## config.mk

```make
export PLATFORM = sky130hd
export DESIGN_NAME = wdt_timed_access
export DESIGN_NICKNAME = d
export VERILOG_FILES = /design/src/hw/wdt_pkg.sv /design/src/hw/wdt_cnt_if.sv /design/src/hw/wdt_counter.sv /design/src/hw/wdt_timed_access.sv
export SDC_FILE = /design/constraint.sdc
export NUM_CORES = 1
export LEC_CHECK = 0
export BUFFER_PORTS_ARGS = -buffer_cell sky130_fd_sc_hd__buf_2
export CORE_UTILIZATION = 53
export DETAILED_ROUTE_END_ITERATION = 6
export GPL_TIMING_DRIVEN = 0
export PLACE_DENSITY = 0.75
export RECOVER_POWER = 100
export SLEW_MARGIN = 20
export SYNTH_ARGS = -nofsm -noshare
export SYNTH_HDL_FRONTEND = slang
export SYNTH_SLANG_ARGS = --single-unit
```

## constraint.sdc

```tcl
create_clock -name mclk -period 2.3 [get_ports mclk]
set_clock_uncertainty 0.05 [all_clocks]
set_input_delay 0.345 -clock mclk [delete_from_list [all_inputs] [get_ports mclk]]
set_output_delay 0.345 -clock mclk [all_outputs]
set_load 0.02 [all_outputs]
```

## src/hw/wdt_pkg.sv

```systemverilog
// constants and types shared by the watchdog with timed-access protection
package wdt_pkg;
   // -------------------------------------------------------------
   // register addresses on the special function register bus
   // -------------------------------------------------------------
   localparam logic [7:0] ADDR_CLK_INTERVAL_CTRL = 8'h8e;
   localparam logic [7:0] ADDR_TIMED_ACCESS_KEY  = 8'hc7;
   localparam logic [7:0] ADDR_WATCHDOG_CONTROL  = 8'hd8;

   // -------------------------------------------------------------
   // reset values and unlock keys
   // -------------------------------------------------------------
   localparam logic [7:0] CLK_INTERVAL_CTRL_RST = 8'h03;
   localparam logic [7:0] WATCHDOG_CONTROL_RST  = 8'h00;
   localparam logic [7:0] KEY_FIRST             = 8'haa;
   localparam logic [7:0] KEY_SECOND            = 8'h55;
   localparam logic [3:0] WDCTL_UNUSED_READ     = 4'h0;

   // -------------------------------------------------------------
   // field positions
   // -------------------------------------------------------------
   localparam int BIT_IRQ_FLAG    = 3;
   localparam int BIT_RESET_CAUSE = 2;
   localparam int BIT_RESET_EN    = 1;
   localparam int BIT_RESTART     = 0;
   localparam int SEL_HI          = 7;
   localparam int SEL_LO          = 6;

   // -------------------------------------------------------------
   // timing counts
   // -------------------------------------------------------------
   localparam int            DLY_W          = 10;
   localparam logic [DLY_W-1:0] RST_DELAY_CLKS = 10'h200;
   localparam logic [DLY_W-1:0] DLY_FIRE       = RST_DELAY_CLKS - 10'h002;
   localparam logic [1:0]    UNLOCK_INSTRS  = 2'h3;
   localparam logic [1:0]    SEL_INT0       = 2'h0;
   localparam logic [1:0]    SEL_INT1       = 2'h1;
   localparam logic [1:0]    SEL_INT2       = 2'h2;
   localparam logic [1:0]    SEL_INT3       = 2'h3;

   // unlock sequencer
   typedef enum logic [1:0]
   {
      TA_IDLE   = 2'b00,
      TA_GOT_AA = 2'b01,
      TA_OPEN   = 2'b10
   } wdt_ta_state_type;
endpackage

```

## src/hw/wdt_cnt_if.sv

```systemverilog
// carrier between the watchdog control logic and its counter
`timescale 1ns/100ps
`default_nettype none
interface wdt_cnt_if;
   logic       restart;
   logic       reset_en;
   logic [1:0] sel;
   logic       timeout;
   logic       wdog_rst;

   modport ctl
   (
      output restart,
      output reset_en,
      output sel,
      input  timeout,
      input  wdog_rst
   );
   modport cnt
   (
      input  restart,
      input  reset_en,
      input  sel,
      output timeout,
      output wdog_rst
   );
endinterface
`default_nettype wire

```

## src/hw/wdt_counter.sv

```systemverilog
// watchdog interval counter and post-timeout reset delay
`timescale 1ns/100ps
`default_nettype none
module wdt_counter
#(
   parameter int CNT_W = 27,
   parameter int INT0  = 131072,
   parameter int INT1  = 1048576,
   parameter int INT2  = 8388608,
   parameter int INT3  = 67108864
)
(
   // clock and reset
   input  wire logic mclk,
   input  wire logic rst_b,
   input  wire logic ce,
   // control side
   wdt_cnt_if.cnt    cif
);
   logic [CNT_W-1:0]          cnt_reg;
   logic [CNT_W-1:0]          term;
   logic [wdt_pkg::DLY_W-1:0] dly_reg;
   logic                      dly_run_reg;
   logic                      at_term;
   logic                      fire;

   // -------------------------------------------------------------
   // terminal count
   // -------------------------------------------------------------
   always_comb
   begin
      unique case (cif.sel)
         wdt_pkg::SEL_INT0: term = CNT_W'(INT0 - 1);
         wdt_pkg::SEL_INT1: term = CNT_W'(INT1 - 1);
         wdt_pkg::SEL_INT2: term = CNT_W'(INT2 - 1);
         wdt_pkg::SEL_INT3: term = CNT_W'(INT3 - 1);
      endcase
   end

   assign at_term = (cnt_reg >= term);
   assign fire    = dly_run_reg && (dly_reg == wdt_pkg::DLY_FIRE) && cif.reset_en;

   // -------------------------------------------------------------
   // interval count, one step per clock with the enable high
   // -------------------------------------------------------------
   always_ff @(posedge mclk or negedge rst_b)
   begin
      if (!rst_b)
         cnt_reg <= '0;
      else if (ce)
      begin
         if (cif.restart || cif.wdog_rst)
            cnt_reg <= '0;
         else if (at_term)
            cnt_reg <= '0;
         else
            cnt_reg <= cnt_reg + CNT_W'(1);
      end
   end

   always_ff @(posedge mclk or negedge rst_b)
   begin
      if (!rst_b)
         cif.timeout <= 1'b0;
      else if (ce)
         cif.timeout <= at_term && !cif.restart && !cif.wdog_rst;
   end

   // -------------------------------------------------------------
   // reset delay after the flag is raised
   // -------------------------------------------------------------
   always_ff @(posedge mclk or negedge rst_b)
   begin
      if (!rst_b)
      begin
         dly_reg     <= '0;
         dly_run_reg <= 1'b0;
      end
      else if (ce)
      begin
         if (cif.restart || cif.wdog_rst)
            dly_run_reg <= 1'b0;
         else if (cif.timeout)
         begin
            dly_run_reg <= 1'b1;
            dly_reg     <= '0;
         end
         else if (dly_run_reg)
         begin
            dly_reg <= dly_reg + wdt_pkg::DLY_W'(1);
            if (dly_reg == wdt_pkg::DLY_FIRE)
               dly_run_reg <= 1'b0;
         end
      end
   end

   // reset fires only with reset enabled at the end of the delay
   always_ff @(posedge mclk or negedge rst_b)
   begin
      if (!rst_b)
         cif.wdog_rst <= 1'b0;
      else if (ce)
         cif.wdog_rst <= fire && !cif.restart;
   end
endmodule
`default_nettype wire

```

## src/hw/wdt_timed_access.sv

```systemverilog
// watchdog timer with timed-access protected control register
`timescale 1ns/100ps
`default_nettype none
module wdt_timed_access
#(
   parameter int CNT_W = 27,
   parameter int INT0  = 131072,
   parameter int INT1  = 1048576,
   parameter int INT2  = 8388608,
   parameter int INT3  = 67108864
)
(
   // clock, reset, enable
   input  wire logic       mclk,
   input  wire logic       rst_b,
   input  wire logic       ce,
   // special function register bus
   input  wire logic [7:0] sfr_addr,
   input  wire logic       sfr_wr,
   input  wire logic       sfr_direct,
   input  wire logic [7:0] sfr_wdata,
   input  wire logic       sfr_rd,
   output logic      [7:0] sfr_rdata,
   // instruction boundary strobe from the core
   input  wire logic       instr_end,
   // enables held by the interrupt controller
   input  wire logic       wdog_irq_enable,
   input  wire logic       global_irq_enable,
   // events
   output logic            wdog_irq_req,
   output logic            wdog_reset_out
);
   wdt_cnt_if cif();

   logic [7:0]                clock_and_interval_control_reg;
   logic                      wdog_irq_flag_reg;
   logic                      wdog_reset_cause_flag_reg;
   logic                      wdog_reset_enable_reg;
   logic                      wdog_restart_reg;
   wdt_pkg::wdt_ta_state_type ta_state_reg;
   logic [1:0]                ta_instr_reg;
   logic                      wr_key;
   logic                      wr_wdctl;
   logic                      wr_clock_and_interval_control;
   logic                      wdctl_ok;
   logic [7:0]                wdctl_view;

   // -------------------------------------------------------------
   // write decode
   // -------------------------------------------------------------
   assign wr_key   = ce && sfr_wr && (sfr_addr == wdt_pkg::ADDR_TIMED_ACCESS_KEY);
   assign wr_wdctl = ce && sfr_wr && (sfr_addr == wdt_pkg::ADDR_WATCHDOG_CONTROL);
   assign wr_clock_and_interval_control = ce && sfr_wr && (sfr_addr == wdt_pkg::ADDR_CLK_INTERVAL_CTRL);
   // only a direct write inside an open window reaches the register
   assign wdctl_ok = wr_wdctl && sfr_direct && (ta_state_reg == wdt_pkg::TA_OPEN);

   // -------------------------------------------------------------
   // timed-access unlock sequencer
   // -------------------------------------------------------------
   always_ff @(posedge mclk or negedge rst_b)
   begin
      if (!rst_b)
      begin
         ta_state_reg <= wdt_pkg::TA_IDLE;
         ta_instr_reg <= 2'h0;
      end
      else if (ce)
      begin
         unique case (ta_state_reg)
            wdt_pkg::TA_IDLE:
            begin
               ta_instr_reg <= 2'h0;
               if (wr_key && (sfr_wdata == wdt_pkg::KEY_FIRST))
                  ta_state_reg <= wdt_pkg::TA_GOT_AA;
            end
            wdt_pkg::TA_GOT_AA:
            begin
               if (sfr_wr)
               begin
                  ta_instr_reg <= 2'h0;
                  if (wr_key && (sfr_wdata == wdt_pkg::KEY_SECOND))
                     ta_state_reg <= wdt_pkg::TA_OPEN;
                  else
                     ta_state_reg <= wdt_pkg::TA_IDLE;
               end
               else if (instr_end)
               begin
                  ta_instr_reg <= ta_instr_reg + 2'h1;
                  if (ta_instr_reg == wdt_pkg::UNLOCK_INSTRS - 2'h1)
                     ta_state_reg <= wdt_pkg::TA_IDLE;
               end
            end
            wdt_pkg::TA_OPEN:
            begin
               // any write, allowed or not, uses up the window
               if (sfr_wr)
                  ta_state_reg <= wdt_pkg::TA_IDLE;
               else if (instr_end)
               begin
                  ta_instr_reg <= ta_instr_reg + 2'h1;
                  if (ta_instr_reg == wdt_pkg::UNLOCK_INSTRS - 2'h1)
                     ta_state_reg <= wdt_pkg::TA_IDLE;
               end
            end
            default:
               ta_state_reg <= wdt_pkg::TA_IDLE;
         endcase
      end
   end

   // -------------------------------------------------------------
   // clock and interval control, unprotected
   // -------------------------------------------------------------
   always_ff @(posedge mclk or negedge rst_b)
   begin
      if (!rst_b)
         clock_and_interval_control_reg <= wdt_pkg::CLK_INTERVAL_CTRL_RST;
      else if (wr_clock_and_interval_control)
         clock_and_interval_control_reg <= sfr_wdata;
   end

   // -------------------------------------------------------------
   // watchdog control bits
   // -------------------------------------------------------------
   // hardware set wins over a software clear in the same cycle
   always_ff @(posedge mclk or negedge rst_b)
   begin
      if (!rst_b)
         wdog_irq_flag_reg <= wdt_pkg::WATCHDOG_CONTROL_RST[wdt_pkg::BIT_IRQ_FLAG];
      else if (ce)
      begin
         if (cif.timeout)
            wdog_irq_flag_reg <= 1'b1;
         else if (wdctl_ok)
            wdog_irq_flag_reg <= sfr_wdata[wdt_pkg::BIT_IRQ_FLAG];
      end
   end

   // the reset pin of this block is the system reset, not the watchdog's own
   always_ff @(posedge mclk or negedge rst_b)
   begin
      if (!rst_b)
         wdog_reset_cause_flag_reg <= wdt_pkg::WATCHDOG_CONTROL_RST[wdt_pkg::BIT_RESET_CAUSE];
      else if (ce)
      begin
         if (cif.wdog_rst)
            wdog_reset_cause_flag_reg <= 1'b1;
         else if (wdctl_ok)
            wdog_reset_cause_flag_reg <= sfr_wdata[wdt_pkg::BIT_RESET_CAUSE];
      end
   end

   always_ff @(posedge mclk or negedge rst_b)
   begin
      if (!rst_b)
         wdog_reset_enable_reg <= wdt_pkg::WATCHDOG_CONTROL_RST[wdt_pkg::BIT_RESET_EN];
      else if (wdctl_ok)
         wdog_reset_enable_reg <= sfr_wdata[wdt_pkg::BIT_RESET_EN];
   end

   // one-shot restart strobe
   always_ff @(posedge mclk or negedge rst_b)
   begin
      if (!rst_b)
         wdog_restart_reg <= wdt_pkg::WATCHDOG_CONTROL_RST[wdt_pkg::BIT_RESTART];
      else if (ce)
         wdog_restart_reg <= wdctl_ok && sfr_wdata[wdt_pkg::BIT_RESTART];
   end

   // -------------------------------------------------------------
   // counter
   // -------------------------------------------------------------
   assign cif.restart  = wdog_restart_reg;
   assign cif.reset_en = wdog_reset_enable_reg;
   assign cif.sel      = clock_and_interval_control_reg[wdt_pkg::SEL_HI:wdt_pkg::SEL_LO];

   wdt_counter
   #(
      .CNT_W (CNT_W),
      .INT0  (INT0),
      .INT1  (INT1),
      .INT2  (INT2),
      .INT3  (INT3)
   )
   u_counter
   (
      .mclk  (mclk),
      .rst_b (rst_b),
      .ce    (ce),
      .cif   (cif)
   );

   // -------------------------------------------------------------
   // event outputs
   // -------------------------------------------------------------
   always_ff @(posedge mclk or negedge rst_b)
   begin
      if (!rst_b)
      begin
         wdog_irq_req   <= 1'b0;
         wdog_reset_out <= 1'b0;
      end
      else if (ce)
      begin
         wdog_irq_req   <= wdog_irq_flag_reg && wdog_irq_enable && global_irq_enable;
         wdog_reset_out <= cif.wdog_rst;
      end
   end

   // -------------------------------------------------------------
   // read port, one cycle latency
   // -------------------------------------------------------------
   assign wdctl_view = {wdt_pkg::WDCTL_UNUSED_READ,
                        wdog_irq_flag_reg,
                        wdog_reset_cause_flag_reg,
                        wdog_reset_enable_reg,
                        wdog_restart_reg};

   always_ff @(posedge mclk or negedge rst_b)
   begin
      if (!rst_b)
         sfr_rdata <= 8'h00;
      else if (ce && sfr_rd)
      begin
         unique case (sfr_addr)
            wdt_pkg::ADDR_WATCHDOG_CONTROL:  sfr_rdata <= wdctl_view;
            wdt_pkg::ADDR_CLK_INTERVAL_CTRL: sfr_rdata <= clock_and_interval_control_reg;
            default:                         sfr_rdata <= 8'h00;
         endcase
      end
   end
endmodule
`default_nettype wire

```

Yosys cells after proc, flatten, opt, wreduce, memory -nomap -nowiden
Cells that the tools add are included.
Widths: inputs -> output; s select.
{ "totals": {"output_inout_bits": 10, "romBits": 0, "ram_bits": 0, "latchBits": 0, "regBits": 66, "elab_cells": 90, "n_memories": 0, "inputBits": 25} }
{ "op_classes": {"magnitude_cmp": 1, "bitwise": 1, "n_mul": 0, "mux": 25, "reduce_logical": 31, "div_mod_pow": 0, "n_addsub": 3, "shifts": 0, "n_eq_ne": 14} }
{ "ops": {"columns": ["cell", "count"], "rows": [
  ["$pmux 27 s4", 1],
  ["$mux 27", 2],
  ["$eq 8x8->1 const B", 4],
  ["$add 27x1->27 const B", 1],
  ["$ge 27x27->1", 1],
  ["$mux 10", 2],
  ["$mux 2", 9],
  ["$logic_and 1x1->1", 17],
  ["$pmux 8 s2", 1],
  ["$pmux 2 s3", 2],
  ["$add 10x1->10 const B", 1],
  ["$eq 10x9->1 const B", 1],
  ["$eq 2x2->1 const B", 4],
  ["$eq 8x7->1 const B", 1],
  ["$mux 1", 8],
  ["$reduce_and 2->1", 3],
  ["$reduce_and 3->1", 2],
  ["$reduce_bool 2->1", 3],
  ["$eq 2x1->1 const B", 2],
  ["$logic_not 2->1", 2],
  ["$ne 2x2->1 const B", 2],
  ["$reduce_bool 3->1", 1],
  ["$add 2x1->2 const B", 1],
  ["$logic_not 1->1", 2],
  ["2 further kinds", 2]
]} }

Depth between registers and ports, before layout
Gate-level depths: netlist of the first run.
{ "logic_depth": {"depth_word": 6, "ltp_mapped": 10, "mapped_depth_nobuf": 8} }

Hierarchy
From an unflattened synthesis of the first run, not the netlist that was laid out.
{ "unflattened": {"cells_unflattened": 403, "area_unflattened_um2": 3943.8} }
{ "by_module_without_submodules": {"columns": ["mod", "cells_each", "area_per_inst_um2", "instances", "seq_area_each_um2"], "rows": [
  ["wdt_counter", 276, 2615.0, 1, 1001.0],
  ["wdt_timed_access", 127, 1328.8, 1, 653.1]
]} }

Least setup slack after synthesis of the first run
Ideal clock, no wire load.
{ "synth_path": {"kind": "register -> register", "startpoint": "register clock_and_interval_control_reg[7]", "endpoint": "register u_counter.cnt_reg[18]", "setup_ns": 0.124, "arrival_ns": 1.987, "setup_slack_ns": 0.139, "n_path_buf": 1, "required_ns": 2.126, "stages_incl_launch_ff": 10, "period_less_slack_ns": 2.161, "cell_sequence": "dfrtp_1 nand2_1 ha_1 nand4b_1 nor4_2 nand3_1 and4_4 buf_6 and3_1 a211o_1"} }
{ "synth_between": {"elab_chain_len": 5, "elab_cells_between_ends": 8, "cone_classes": "order compare (1); eq/ne (3); mux (3); reduce/logical (1)"} }
{ "synth_rtl": {"columns": ["item", "line", "source"], "rows": [
  ["start: declaration", "wdt_timed_access.sv:35", "logic [7:0] clock_and_interval_control_reg;"],
  ["start signal: assignment", "wdt_timed_access.sv:117", "clock_and_interval_control_reg <= wdt_pkg::CLK_INTERVAL_CTRL_RST;"],
  ["start signal: assignment", "wdt_timed_access.sv:119", "clock_and_interval_control_reg <= sfr_wdata;"],
  ["$eq 2x2->1 (tied with other cells)", "wdt_counter.sv:32", "unique case (cif.sel)"],
  ["$pmux 27 s4 (*)", "wdt_counter.sv:32", null],
  ["$ge 27x27->1 (*)", "wdt_counter.sv:40", "assign at_term = (cnt_reg >= term);"],
  ["$mux 27 (*)", "wdt_counter.sv:54", "else if (at_term)"],
  ["$mux 27 (*)", "wdt_counter.sv:52", "if (cif.restart || cif.wdog_rst)"],
  ["end signal: assignment", "wdt_counter.sv:57", "cnt_reg <= cnt_reg + CNT_W'(1);"],
  ["end: declaration", "wdt_counter.sv:20", "logic [CNT_W-1:0] cnt_reg;"]
]} }
Every way passes the cells marked *; elsewhere a longest branch is shown, timed or not. The select of a mux whose other input is x is not followed.
A chain may end at the register's enable or synchronous reset.

Worst setup path in the final report of the first run
{ "layout_path": {"startpoint": "register clock_and_interval_control_reg[7]", "endpoint": "register u_counter.cnt_reg[2]"} }
The elaborated chain is that of the path after synthesis.

==> flow_metrics.env, run 1 <==
export IMPL_startpoint="clock_and_interval_control_reg[7]"
export IMPL_drive_gt1_share_pct=22.0
export IMPL_placed_area_um2=3890
export IMPL_leakage_nw=1.95
export IMPL_ir_drop_mv=0.424
export IMPL_ys_seq_area_share_pct=45.9
export IMPL_synth_area_um2=3600
export IMPL_h_tree_depth=3
export IMPL_ff2ff_path_depth=10
export IMPL_cpPeakStageDelay_ps=450
export IMPL_dr_pass1_iters=7
export IMPL_grt_pass1_vias=2923
export IMPL_drtIter0Drc=214
export IMPL_die_h_um=84.5
export IMPL_violations="DRC, capacitance limit, slew limit, setup timing"
export IMPL_power_density_nw_per_um2=675
export IMPL_tightest_slew_ps=1510
export IMPL_max_cap_viol_count=1
export IMPL_syn_instance_count=378
export IMPL_pin_count=35
export IMPL_hold_depth=2
export IMPL_cp_data_required_time_ps=2460
export IMPL_fin_crit_ps=2340
export IMPL_areaGrowthSynthToFinish_pct=21.1
export IMPL_num_rows=29
export IMPL_cts_reportedPaths_clkPinSlew_ps=80
export IMPL_grt_overflow=0
export IMPL_clock_sinks=66
export IMPL_wl_um=8610
export IMPL_grtUsageTotal_pct=24.5
export IMPL_gp_congestion=0.824
export IMPL_synth_top_flop_cell="dfrtp_1"
export IMPL_cts_buffers=9
export IMPL_end_kind="register"
export IMPL_hpwl_um=5700
export IMPL_crit_family="simple AND/OR/NAND/NOR gates"
export IMPL_nets=473
export IMPL_path_max_fanout=10
export IMPL_setup_ws_ps=-39.7
export IMPL_synth_seq_cells=66
export IMPL_critPathSlowestCell="dfrtp_2"
export IMPL_synth_area_per_cell_um2=9.54
export IMPL_yosys_top_cells_count="dfrtp_1 (64), nand2_1 (43), o21ai_0 (23)"
export IMPL_antenna_found_initial=0
export IMPL_synthDistinctLibCells=56
export IMPL_drc_errors=4
export IMPL_fin_crit_sh_pct=102
export IMPL_largest_reg_flops=27
export IMPL_yosysWarningCount=0
export IMPL_worst_path_buf_inv=2
export IMPL_cp_data_arrival_time_ps=2500
export IMPL_yosysMostFrequentCell="dfrtp_1"
export IMPL_start_kind="register"
export IMPL_cts_tree="done"
export IMPL_rsz0062_at_grt="yes"
export IMPL_crit_cells=10
export IMPL_synth_top_cell_by_area="dfrtp_1"
export IMPL_setup_violations=15
export IMPL_maxSlewViolCount=28
export IMPL_viasPerCell=6.08
export IMPL_wl_per_cell_um=16.8
export IMPL_diodes=0
export IMPL_cts_max_path_buffers=2
export IMPL_dp_slack_ps=-261
export IMPL_postRouteAntennaNets=0
export IMPL_hold_start="sfr_wdata[5]"
export IMPL_relSlewSlack_pct=-0.559
export IMPL_hp_class="primary input to register"
export IMPL_nFillCells=504
export IMPL_criticalPathCategory="register to register"
export IMPL_status="finished with violations"
export IMPL_synth_edf_count=0
export IMPL_yosys_top_cells_area="dfrtp_1 (44%), ha_1 (5.9%), nand2_1 (4.5%)"
export IMPL_crit_chain="nand2_4 > ha_4 > nand4b_1 > nor4_2 > nand3_1 > and4_4 > buf_8 > buf_6 > a21oi_1 > a31oi_1"
export IMPL_fin_area_um2=4370
export IMPL_dr_total_vias=3120
export IMPL_timing_rr_start="clock_and_interval_control_reg[7]"
export IMPL_hold_violations=0
export IMPL_portBuffers=33
export IMPL_clk_latency_ps=350
export IMPL_coreArea_um2=6460
export IMPL_yosysTopAreaCellShare_pct=44.4
export IMPL_multi_input_area_um2=2000
export IMPL_dieArea_um2=7140
export IMPL_grt_max_degree=41
export IMPL_async_reset_ff_share_pct=100
export IMPL_max_freq_mhz=427
export IMPL_fp_dieW_um=84.5
export IMPL_grt_pass1_wl_um=13800
export IMPL_cts_root_buf="clkbuf_8"
export IMPL_synth_nets=420
export IMPL_initial_utilization_pct=55.8
export IMPL_layout_area_seq_um2=1660
power by group:
group,internal [W],switching (W),total (W)
logic,0.000222,0.000277,0.000498
clock network,0.000612,0.000474,0.00109
registers,0.00125,0.000113,0.00136
total,0.00209,0.000863,0.00295
layout make-up:
type	instances	share of cell area, %
Multi-Input combinational cell	283	45.7
Sequential cell	66	37.9
Timing Repair Buffer	42	5.64
Clock buffer	10	2.92
Buffer	15	2.21
Tap cell	77	2.21
Clock inverter	6	2.09
Inverter	14	1.26
placed cells by master, fill, tap and decap left out, drive strengths merged, types with 6 or more instances in the layout:
master / n
nand4: 12
nand3: 21
o21ai: 26
buf: 36
mux2: 9
ha: 17
a22oi: 7
dfrtp: 64
a22o: 6
a21o: 6
and3: 7
inv: 13
nor2: 22
clkbuf: 30
a21oi: 19
nand2: 43
a31oi: 13
nor3: 13
repair_timing:
item                                   CTS  global route
pin swaps                                7            14
setup buffers                            3             2
setup endpoints to repair               27            26
gates cloned                             0             2
hold buffers                             1             0
gates resized for setup                 19            25
endpoints found under the hold margin   26             0
routing by layer:
| metal | part of all wire, % | global-route usage (%) | routed length [µm] |
|---|---|---|---|
| met2 | 49 | 40.7 | 4240 |
| met1 | 45 | 32.6 | 3900 |
| met3 | 3.8 | 4.03 | 329 |
| met4 | 1.6 | 8.94 | 139 |
| met5 | 0 | 0 | 0 |
final timing paths:
path | end | slack (ps)
max | u_counter.cnt_reg[2] | -40
min | clock_and_interval_control_reg[5] | 210
max reg2reg | u_counter.cnt_reg[2] | -40
min reg2reg | sfr_rdata[0] | 430
max in group asynchronous | clock_and_interval_control_reg[0] | 270
min in group asynchronous | u_counter.dly_reg[7] | 850
stage by stage:
step	total power [W]	utilization, %	TNS, ps	hold WS (ps)	instances
4_1_cts	0.00293	65.4	-3.38	211	509
6_report	0.00295	67.6	-373	214	513
3_3_place_gp	0.00180	59.9	-2090	406	488
5_1_grt	0.00309	67.6	-3240	213	513
3_5_place_dp	0.00183	60.2	-4440	236	489
2_1_floorplan	0.00167	-	0	-0.591	378
logic make-up after synthesis:
| logic type | after synthesis | share of synthesized area (%) |
|---|---|---|
| flip-flops | 66 | 45.9 |
| AO/OA/AOI/OAI | 99 | 17.5 |
| multiplexers | 11 | 3.37 |
| AND/OR/NAND/NOR | 149 | 22.3 |
| XOR/XNOR | 7 | 1.70 |
| adder cells (fa/ha/maj) | 17 | 5.90 |
| buffers and inverters | 29 | 3.40 |
Note: power is estimated with default switching activity, not from simulation.
==> run 2: changes to the inputs <==
==> constraint.sdc (replaced) <==
create_clock -name mclk -period 2.3 [get_ports mclk]
set_clock_uncertainty 0.05 [all_clocks]
set_input_delay 0.23 -clock mclk [delete_from_list [all_inputs] [get_ports mclk]]
set_output_delay 0.23 -clock mclk [all_outputs]
set_load 0.02 [all_outputs]
==> flow_metrics.env, run 2 (synthesized netlist as in run 1, its figures left out) <==
export IMPL_dr_total_vias=3156
export IMPL_pin_count=35
export IMPL_start_kind="register"
export IMPL_cts_root_buf="clkbuf_8"
export IMPL_grt_max_degree=41
export IMPL_end_kind="register"
export IMPL_met2_usage_pct=40.7
export IMPL_grt_pass1_wl_um=13800
export IMPL_setup_ws_ps=-45.1
export IMPL_clk_latency_ps=350
export IMPL_power_net_switching_w=0.000864
export IMPL_use_met3_pct=4.03
export IMPL_reg2reg_setup_slack_ps=-50
export IMPL_crit_path_end="u_counter.cnt_reg[11]"
export IMPL_nets=473
export IMPL_drive_gt1_share_pct=21.8
export IMPL_power_internal_w=0.00209
export IMPL_ff2ff_path_depth=10
export IMPL_swShare_pct=29.3
export IMPL_die_h_um=84.5
export IMPL_r2r_end="u_counter.cnt_reg[11]"
export IMPL_antenna_found_initial=0
export IMPL_areaGrowthSynthToFinish_pct=21.0
export IMPL_postRouteAntennaNets=0
export IMPL_whs_ps=101
export IMPL_cts_reportedPaths_clkPinSlew_ps=80
export IMPL_relSlewSlack_pct=1.55
export IMPL_hold_violations=0
export IMPL_startpoint="clock_and_interval_control_reg[7]"
export IMPL_grtUsageTotal_pct=24.5
export IMPL_hpwl_um=5700
export IMPL_h_tree_depth=3
export IMPL_gp_congestion=0.824
export IMPL_power_density_nw_per_um2=676
export IMPL_rsz0062_at_grt="yes"
export IMPL_cts_buffers=9
export IMPL_drtIter0Drc=263
export IMPL_largest_reg_flops=27
export IMPL_hp_class="primary input to register"
export IMPL_criticalPathCategory="register to register"
export IMPL_max_freq_mhz=426
export IMPL_ir_drop_mv=0.426
export IMPL_grt_use_met1_pct=32.6
export IMPL_portBuffers=33
export IMPL_finalSetupTns_ps=-316
export IMPL_num_rows=29
export IMPL_initial_utilization_pct=55.8
export IMPL_cp_data_required_time_ps=2530
export IMPL_grt_pass1_vias=2923
export IMPL_busiest_layer="met2"
export IMPL_path_max_fanout=4
export IMPL_maxSlewViolCount=0
export IMPL_clock_sinks=66
export IMPL_cts_max_path_buffers=2
export IMPL_dieArea_um2=7140
export IMPL_final_cell_mix="dfrtp_1 (62), nand2_1 (42), buf_2 (23), o21ai_0 (23)"
export IMPL_fp_dieW_um=84.5
export IMPL_viasPerCell=6.15
export IMPL_grt_overflow=0
export IMPL_timing_rr_start="clock_and_interval_control_reg[7]"
export IMPL_dr_pass1_iters=6
export IMPL_fin_crit_sh_pct=102
export IMPL_pwr_share_comb_pct=16.9
export IMPL_seqPwrFrac_pct=46.3
export IMPL_cp_data_arrival_time_ps=2580
export IMPL_fin_crit_ps=2350
export IMPL_max_cap_viol_count=0
export IMPL_wl_um=8630
export IMPL_cts_tree="done"
export IMPL_coreArea_um2=6460
export IMPL_violations="DRC, setup timing"
export IMPL_setup_violations=16
export IMPL_drc_errors=4
export IMPL_diodes=0
export IMPL_p_clk_share_pct=36.9
export IMPL_layout_commonest_cell="dfrtp_1"
export IMPL_leakage_nw=1.94
export IMPL_wl_per_cell_um=16.8
export IMPL_tightest_slew_ps=1480
export IMPL_status="finished with violations"
run 2: changes by cell type in the layout (fill, tap and decap cells not counted), sizes merged:
cell	change
buf	-1
clkbuf	+1
run 2: worst max-delay path, cell delays in order (launching register included):
cell      delay [ps]
dfrtp_2          460
buf_4            160
inv_4             80
ha_4             200
a21oi_1          170
o221ai_2         120
nand2b_1         120
nand4_1          250
buf_4            230
or3_1            330
nand3_1           90
run 2: cell type report:
cell class / count / area [µm²]
fillers: 504 / 2100
multi-input cells: 283 / 2000
flip-flops and latches: 66 / 1660
repair buffers: 42 / 243
clock buffers: 10 / 128
well taps: 77 / 96.3
plain buffers: 15 / 95.1
clock inverters: 6 / 91.3
inverters: 14 / 55.1
run 2: metal layers:
| layer | up-vias | part of all wire [%] |
|---|---|---|
| li1 | 1519 | - |
| met1 | 1546 | 44 |
| met2 | 81 | 50 |
| met3 | 10 | 4.5 |
| met4 | 0 | 1.5 |
| met5 | - | 0 |
run 2: worst min path at each step:
stage                          startpoint                                 to  slack [ps]  cells past startpoint
after floorplan                     rst_b                       cif.reset_en        -120                      0
after global routing         sfr_wdata[0]                        cif.restart         100                      2
after CTS                    sfr_wdata[5]  clock_and_interval_control_reg[5]         100                      2
after detailed placement            rst_b               u_counter.dly_reg[7]         120                      1
after global placement       sfr_rdata[6]                       sfr_rdata[6]         410                      2
final                     wdog_irq_enable                       wdog_irq_req         100                      3
run 2: metrics by stage:
stage / setup WS (ps) / std cells / power [W] / area [µm²] / util, %
after floorplan: 139 / 378 / 0.00167 / 3600 / -
after detailed placement: -261 / 489 / 0.00183 / 3890 / 60.2
after global routing: -165 / 513 / 0.00309 / 4360 / 67.5
after global placement: -166 / 488 / 0.00180 / 3870 / 59.9
after CTS: -3.38 / 509 / 0.00293 / 4230 / 65.4
final: -45.1 / 513 / 0.00295 / 4360 / 67.5
run 2: power by group through the flow:
| stage | logic, W | clock network, W | registers [W] |
|---|---|---|---|
| after global placement | 0.000423 | 0 | 0.00138 |
| final | 0.000498 | 0.00109 | 0.00136 |
| after CTS | 0.000470 | 0.00110 | 0.00136 |
| after floorplan | 0.000308 | 0 | 0.00136 |
| after detailed placement | 0.000444 | 0 | 0.00138 |
| after global routing | 0.000557 | 0.00114 | 0.00138 |
run 2: what timing repair did:
action,4_1_cts,5_1_grt
hold buffers,1,0
cloned,0,2
endpoints found under the hold margin,26,0
pin swaps,7,14
setup endpoints to repair,27,26
gates resized for setup,19,25
buffers inserted,3,2
==> run 3: changes to the inputs <==
--- a/config.mk
+++ b/config.mk
@@ -9,8 +9,10 @@
 export CORE_UTILIZATION = 53
 export DETAILED_ROUTE_END_ITERATION = 6
 export GPL_TIMING_DRIVEN = 0
+export HOLD_SLACK_MARGIN = 0.02
+export MAX_ROUTING_LAYER = met4
 export PLACE_DENSITY = 0.75
-export RECOVER_POWER = 100
+export RECOVER_POWER = 50
 export SLEW_MARGIN = 20
 export SYNTH_ARGS = -nofsm -noshare
 export SYNTH_HDL_FRONTEND = slang
==> flow_metrics.env, run 3 (synthesized netlist as in run 1, its figures left out) <==
export IMPL_status="finished with violations"
export IMPL_violations="DRC, setup timing"
export IMPL_cp_data_required_time_ps=2460
export IMPL_setup_violations=15
export IMPL_whs_ps=100
export IMPL_finalCoreUtilization_pct=67.7
export IMPL_fin_crit_ps=2340
export IMPL_pin_count=35
export IMPL_criticalPathCategory="register to register"
export IMPL_nets=473
export IMPL_relSlewSlack_pct=2.78
export IMPL_dr_total_vias=3153
export IMPL_cpPeakStageDelay_ps=450
export IMPL_worst_path_buf_inv=2
export IMPL_areaGrowthSynthToFinish_pct=21.4
export IMPL_grt_pass1_vias=2927
export IMPL_cts_root_buf="clkbuf_8"
export IMPL_tightest_slew_ps=1460
export IMPL_cp_data_arrival_time_ps=2500
export IMPL_rsz0062_at_grt="yes"
export IMPL_initial_utilization_pct=55.8
export IMPL_drive_gt1_share_pct=24.3
export IMPL_fin_area_um2=4380
export IMPL_hp_class="primary input to register"
export IMPL_end_kind="register"
export IMPL_clk_latency_ps=350
export IMPL_cts_buffers=9
export IMPL_max_cap_viol_count=0
export IMPL_diodes=0
export IMPL_coreArea_um2=6460
export IMPL_dp_slack_ps=-261
export IMPL_critPathSlowestCell="dfrtp_2"
export IMPL_path_max_fanout=10
export IMPL_grtUsageTotal_pct=25.2
export IMPL_drc_errors=4
export IMPL_cts_reportedPaths_clkPinSlew_ps=80
export IMPL_grt_max_degree=41
export IMPL_layout_commonest_cell="dfrtp_1"
export IMPL_maxSlewViolCount=0
export IMPL_final_cell_mix="dfrtp_1 (62), nand2_1 (42), buf_2 (34)"
export IMPL_hold_violations=0
export IMPL_start_kind="register"
export IMPL_antenna_found_initial=0
export IMPL_portBuffers=33
export IMPL_gp_congestion=0.837
export IMPL_power_density_nw_per_um2=673
export IMPL_dieArea_um2=7140
export IMPL_largest_reg_flops=27
export IMPL_cts_max_path_buffers=2
export IMPL_fp_dieW_um=84.5
export IMPL_power_total_w=0.00295
export IMPL_viasPerCell=6.15
export IMPL_crit_chain="nand2_4 > ha_4 > nand4b_1 > nor4_2 > nand3_1 > and4_4 > buf_8 > buf_6 > a21oi_1 > a31oi_1"
export IMPL_drtIter0Drc=288
export IMPL_postRouteAntennaNets=0
export IMPL_placed_area_um2=3890
export IMPL_h_tree_depth=3
export IMPL_grt_overflow=0
export IMPL_clock_sinks=66
export IMPL_fin_crit_sh_pct=102
export IMPL_leakage_nw=1.99
export IMPL_crit_family="simple AND/OR/NAND/NOR gates"
export IMPL_setup_ws_ps=-41.3
export IMPL_hpwl_um=5700
export IMPL_dr_pass1_iters=7
export IMPL_wl_per_cell_um=16.8
export IMPL_num_rows=29
export IMPL_max_freq_mhz=427
export IMPL_wl_um=8620
export IMPL_cts_tree="done"
export IMPL_die_h_um=84.5
export IMPL_ir_drop_mv=0.422
export IMPL_grt_pass1_wl_um=13700
==> run 3: changes by cell type in the layout (fill, tap and decap cells not counted) <==
cell,change
clkbuf_1,-11
o21ai_0,-1
o21ai_1,+1
buf_2,+11
==> run 3: worst register-to-register path, cell delays in order, from the launching register on <==
cell      delay [ps]
dfrtp_2          450
nand2_4          110
ha_4             280
nand4b_1         160
nor4_2           280
nand3_1          160
and4_4           230
buf_8            130
buf_6            150
a21oi_1          150
a31oi_1           50
==> run 3: final cells by class <==
cell class / count / area (µm²)
fillers: 494 / 2080
multi-input cells: 283 / 2000
flip-flops and latches: 66 / 1660
repair buffers: 42 / 255
clock buffers: 10 / 128
plain buffers: 15 / 96.3
well taps: 77 / 96.3
clock inverters: 6 / 91.3
inverters: 14 / 55.1
==> run 3: metrics by stage <==
| step | TNS [ps] | cells |
|---|---|---|
| global placement | -2030 | 488 |
| global route | -6730 | 513 |
| finish | -351 | 513 |
| CTS | -3.38 | 509 |
| floorplan | 0 | 378 |
| detailed placement | -4360 | 489 |
==> run 3: metal layers <==
| metal | share of wire [%] | GRT usage, % | vias up |
|---|---|---|---|
| li1 | - | - | 1515 |
| met1 | 44 | 32.2 | 1535 |
| met2 | 49 | 40.9 | 91 |
| met3 | 5.1 | 4.03 | 12 |
| met4 | 1.7 | 8.94 | 0 |
| met5 | 0 | - | - |
==> run 3: power breakdown <==
part	switching (W)	leakage [nW]	internal (W)	total [W]
Clock	0.000471	0.0987	0.000612	0.00108
Sequential	0.000112	0.885	0.00125	0.00136
Combinational	0.000277	1.01	0.000222	0.000500
Total	0.000860	1.99	0.00209	0.00295
==> run 3: timing repair <==
item,4_1_cts,5_1_grt
endpoints found under the hold margin,26,0
cloned,0,2
pin swaps,7,14
setup endpoints to repair,27,26
gates resized for setup,19,25
buffers inserted,3,2
hold buffers,1,0
==> run 3: path summary, 6_finish.rpt <==
check                                                       start                                end  slack, ps  cells after the start
max in group asynchronous                                   rst_b  clock_and_interval_control_reg[6]        230                      3
worst max-delay path            clock_and_interval_control_reg[7]               u_counter.cnt_reg[2]        -40                     10
worst min-delay path                                 sfr_wdata[5]  clock_and_interval_control_reg[5]        100                      2
min in group asynchronous                                   rst_b               u_counter.dly_reg[7]        710                      2
worst min register to register                       sfr_rdata[1]                       sfr_rdata[1]        420                      2
worst max register to register  clock_and_interval_control_reg[7]               u_counter.cnt_reg[2]        -40                     10
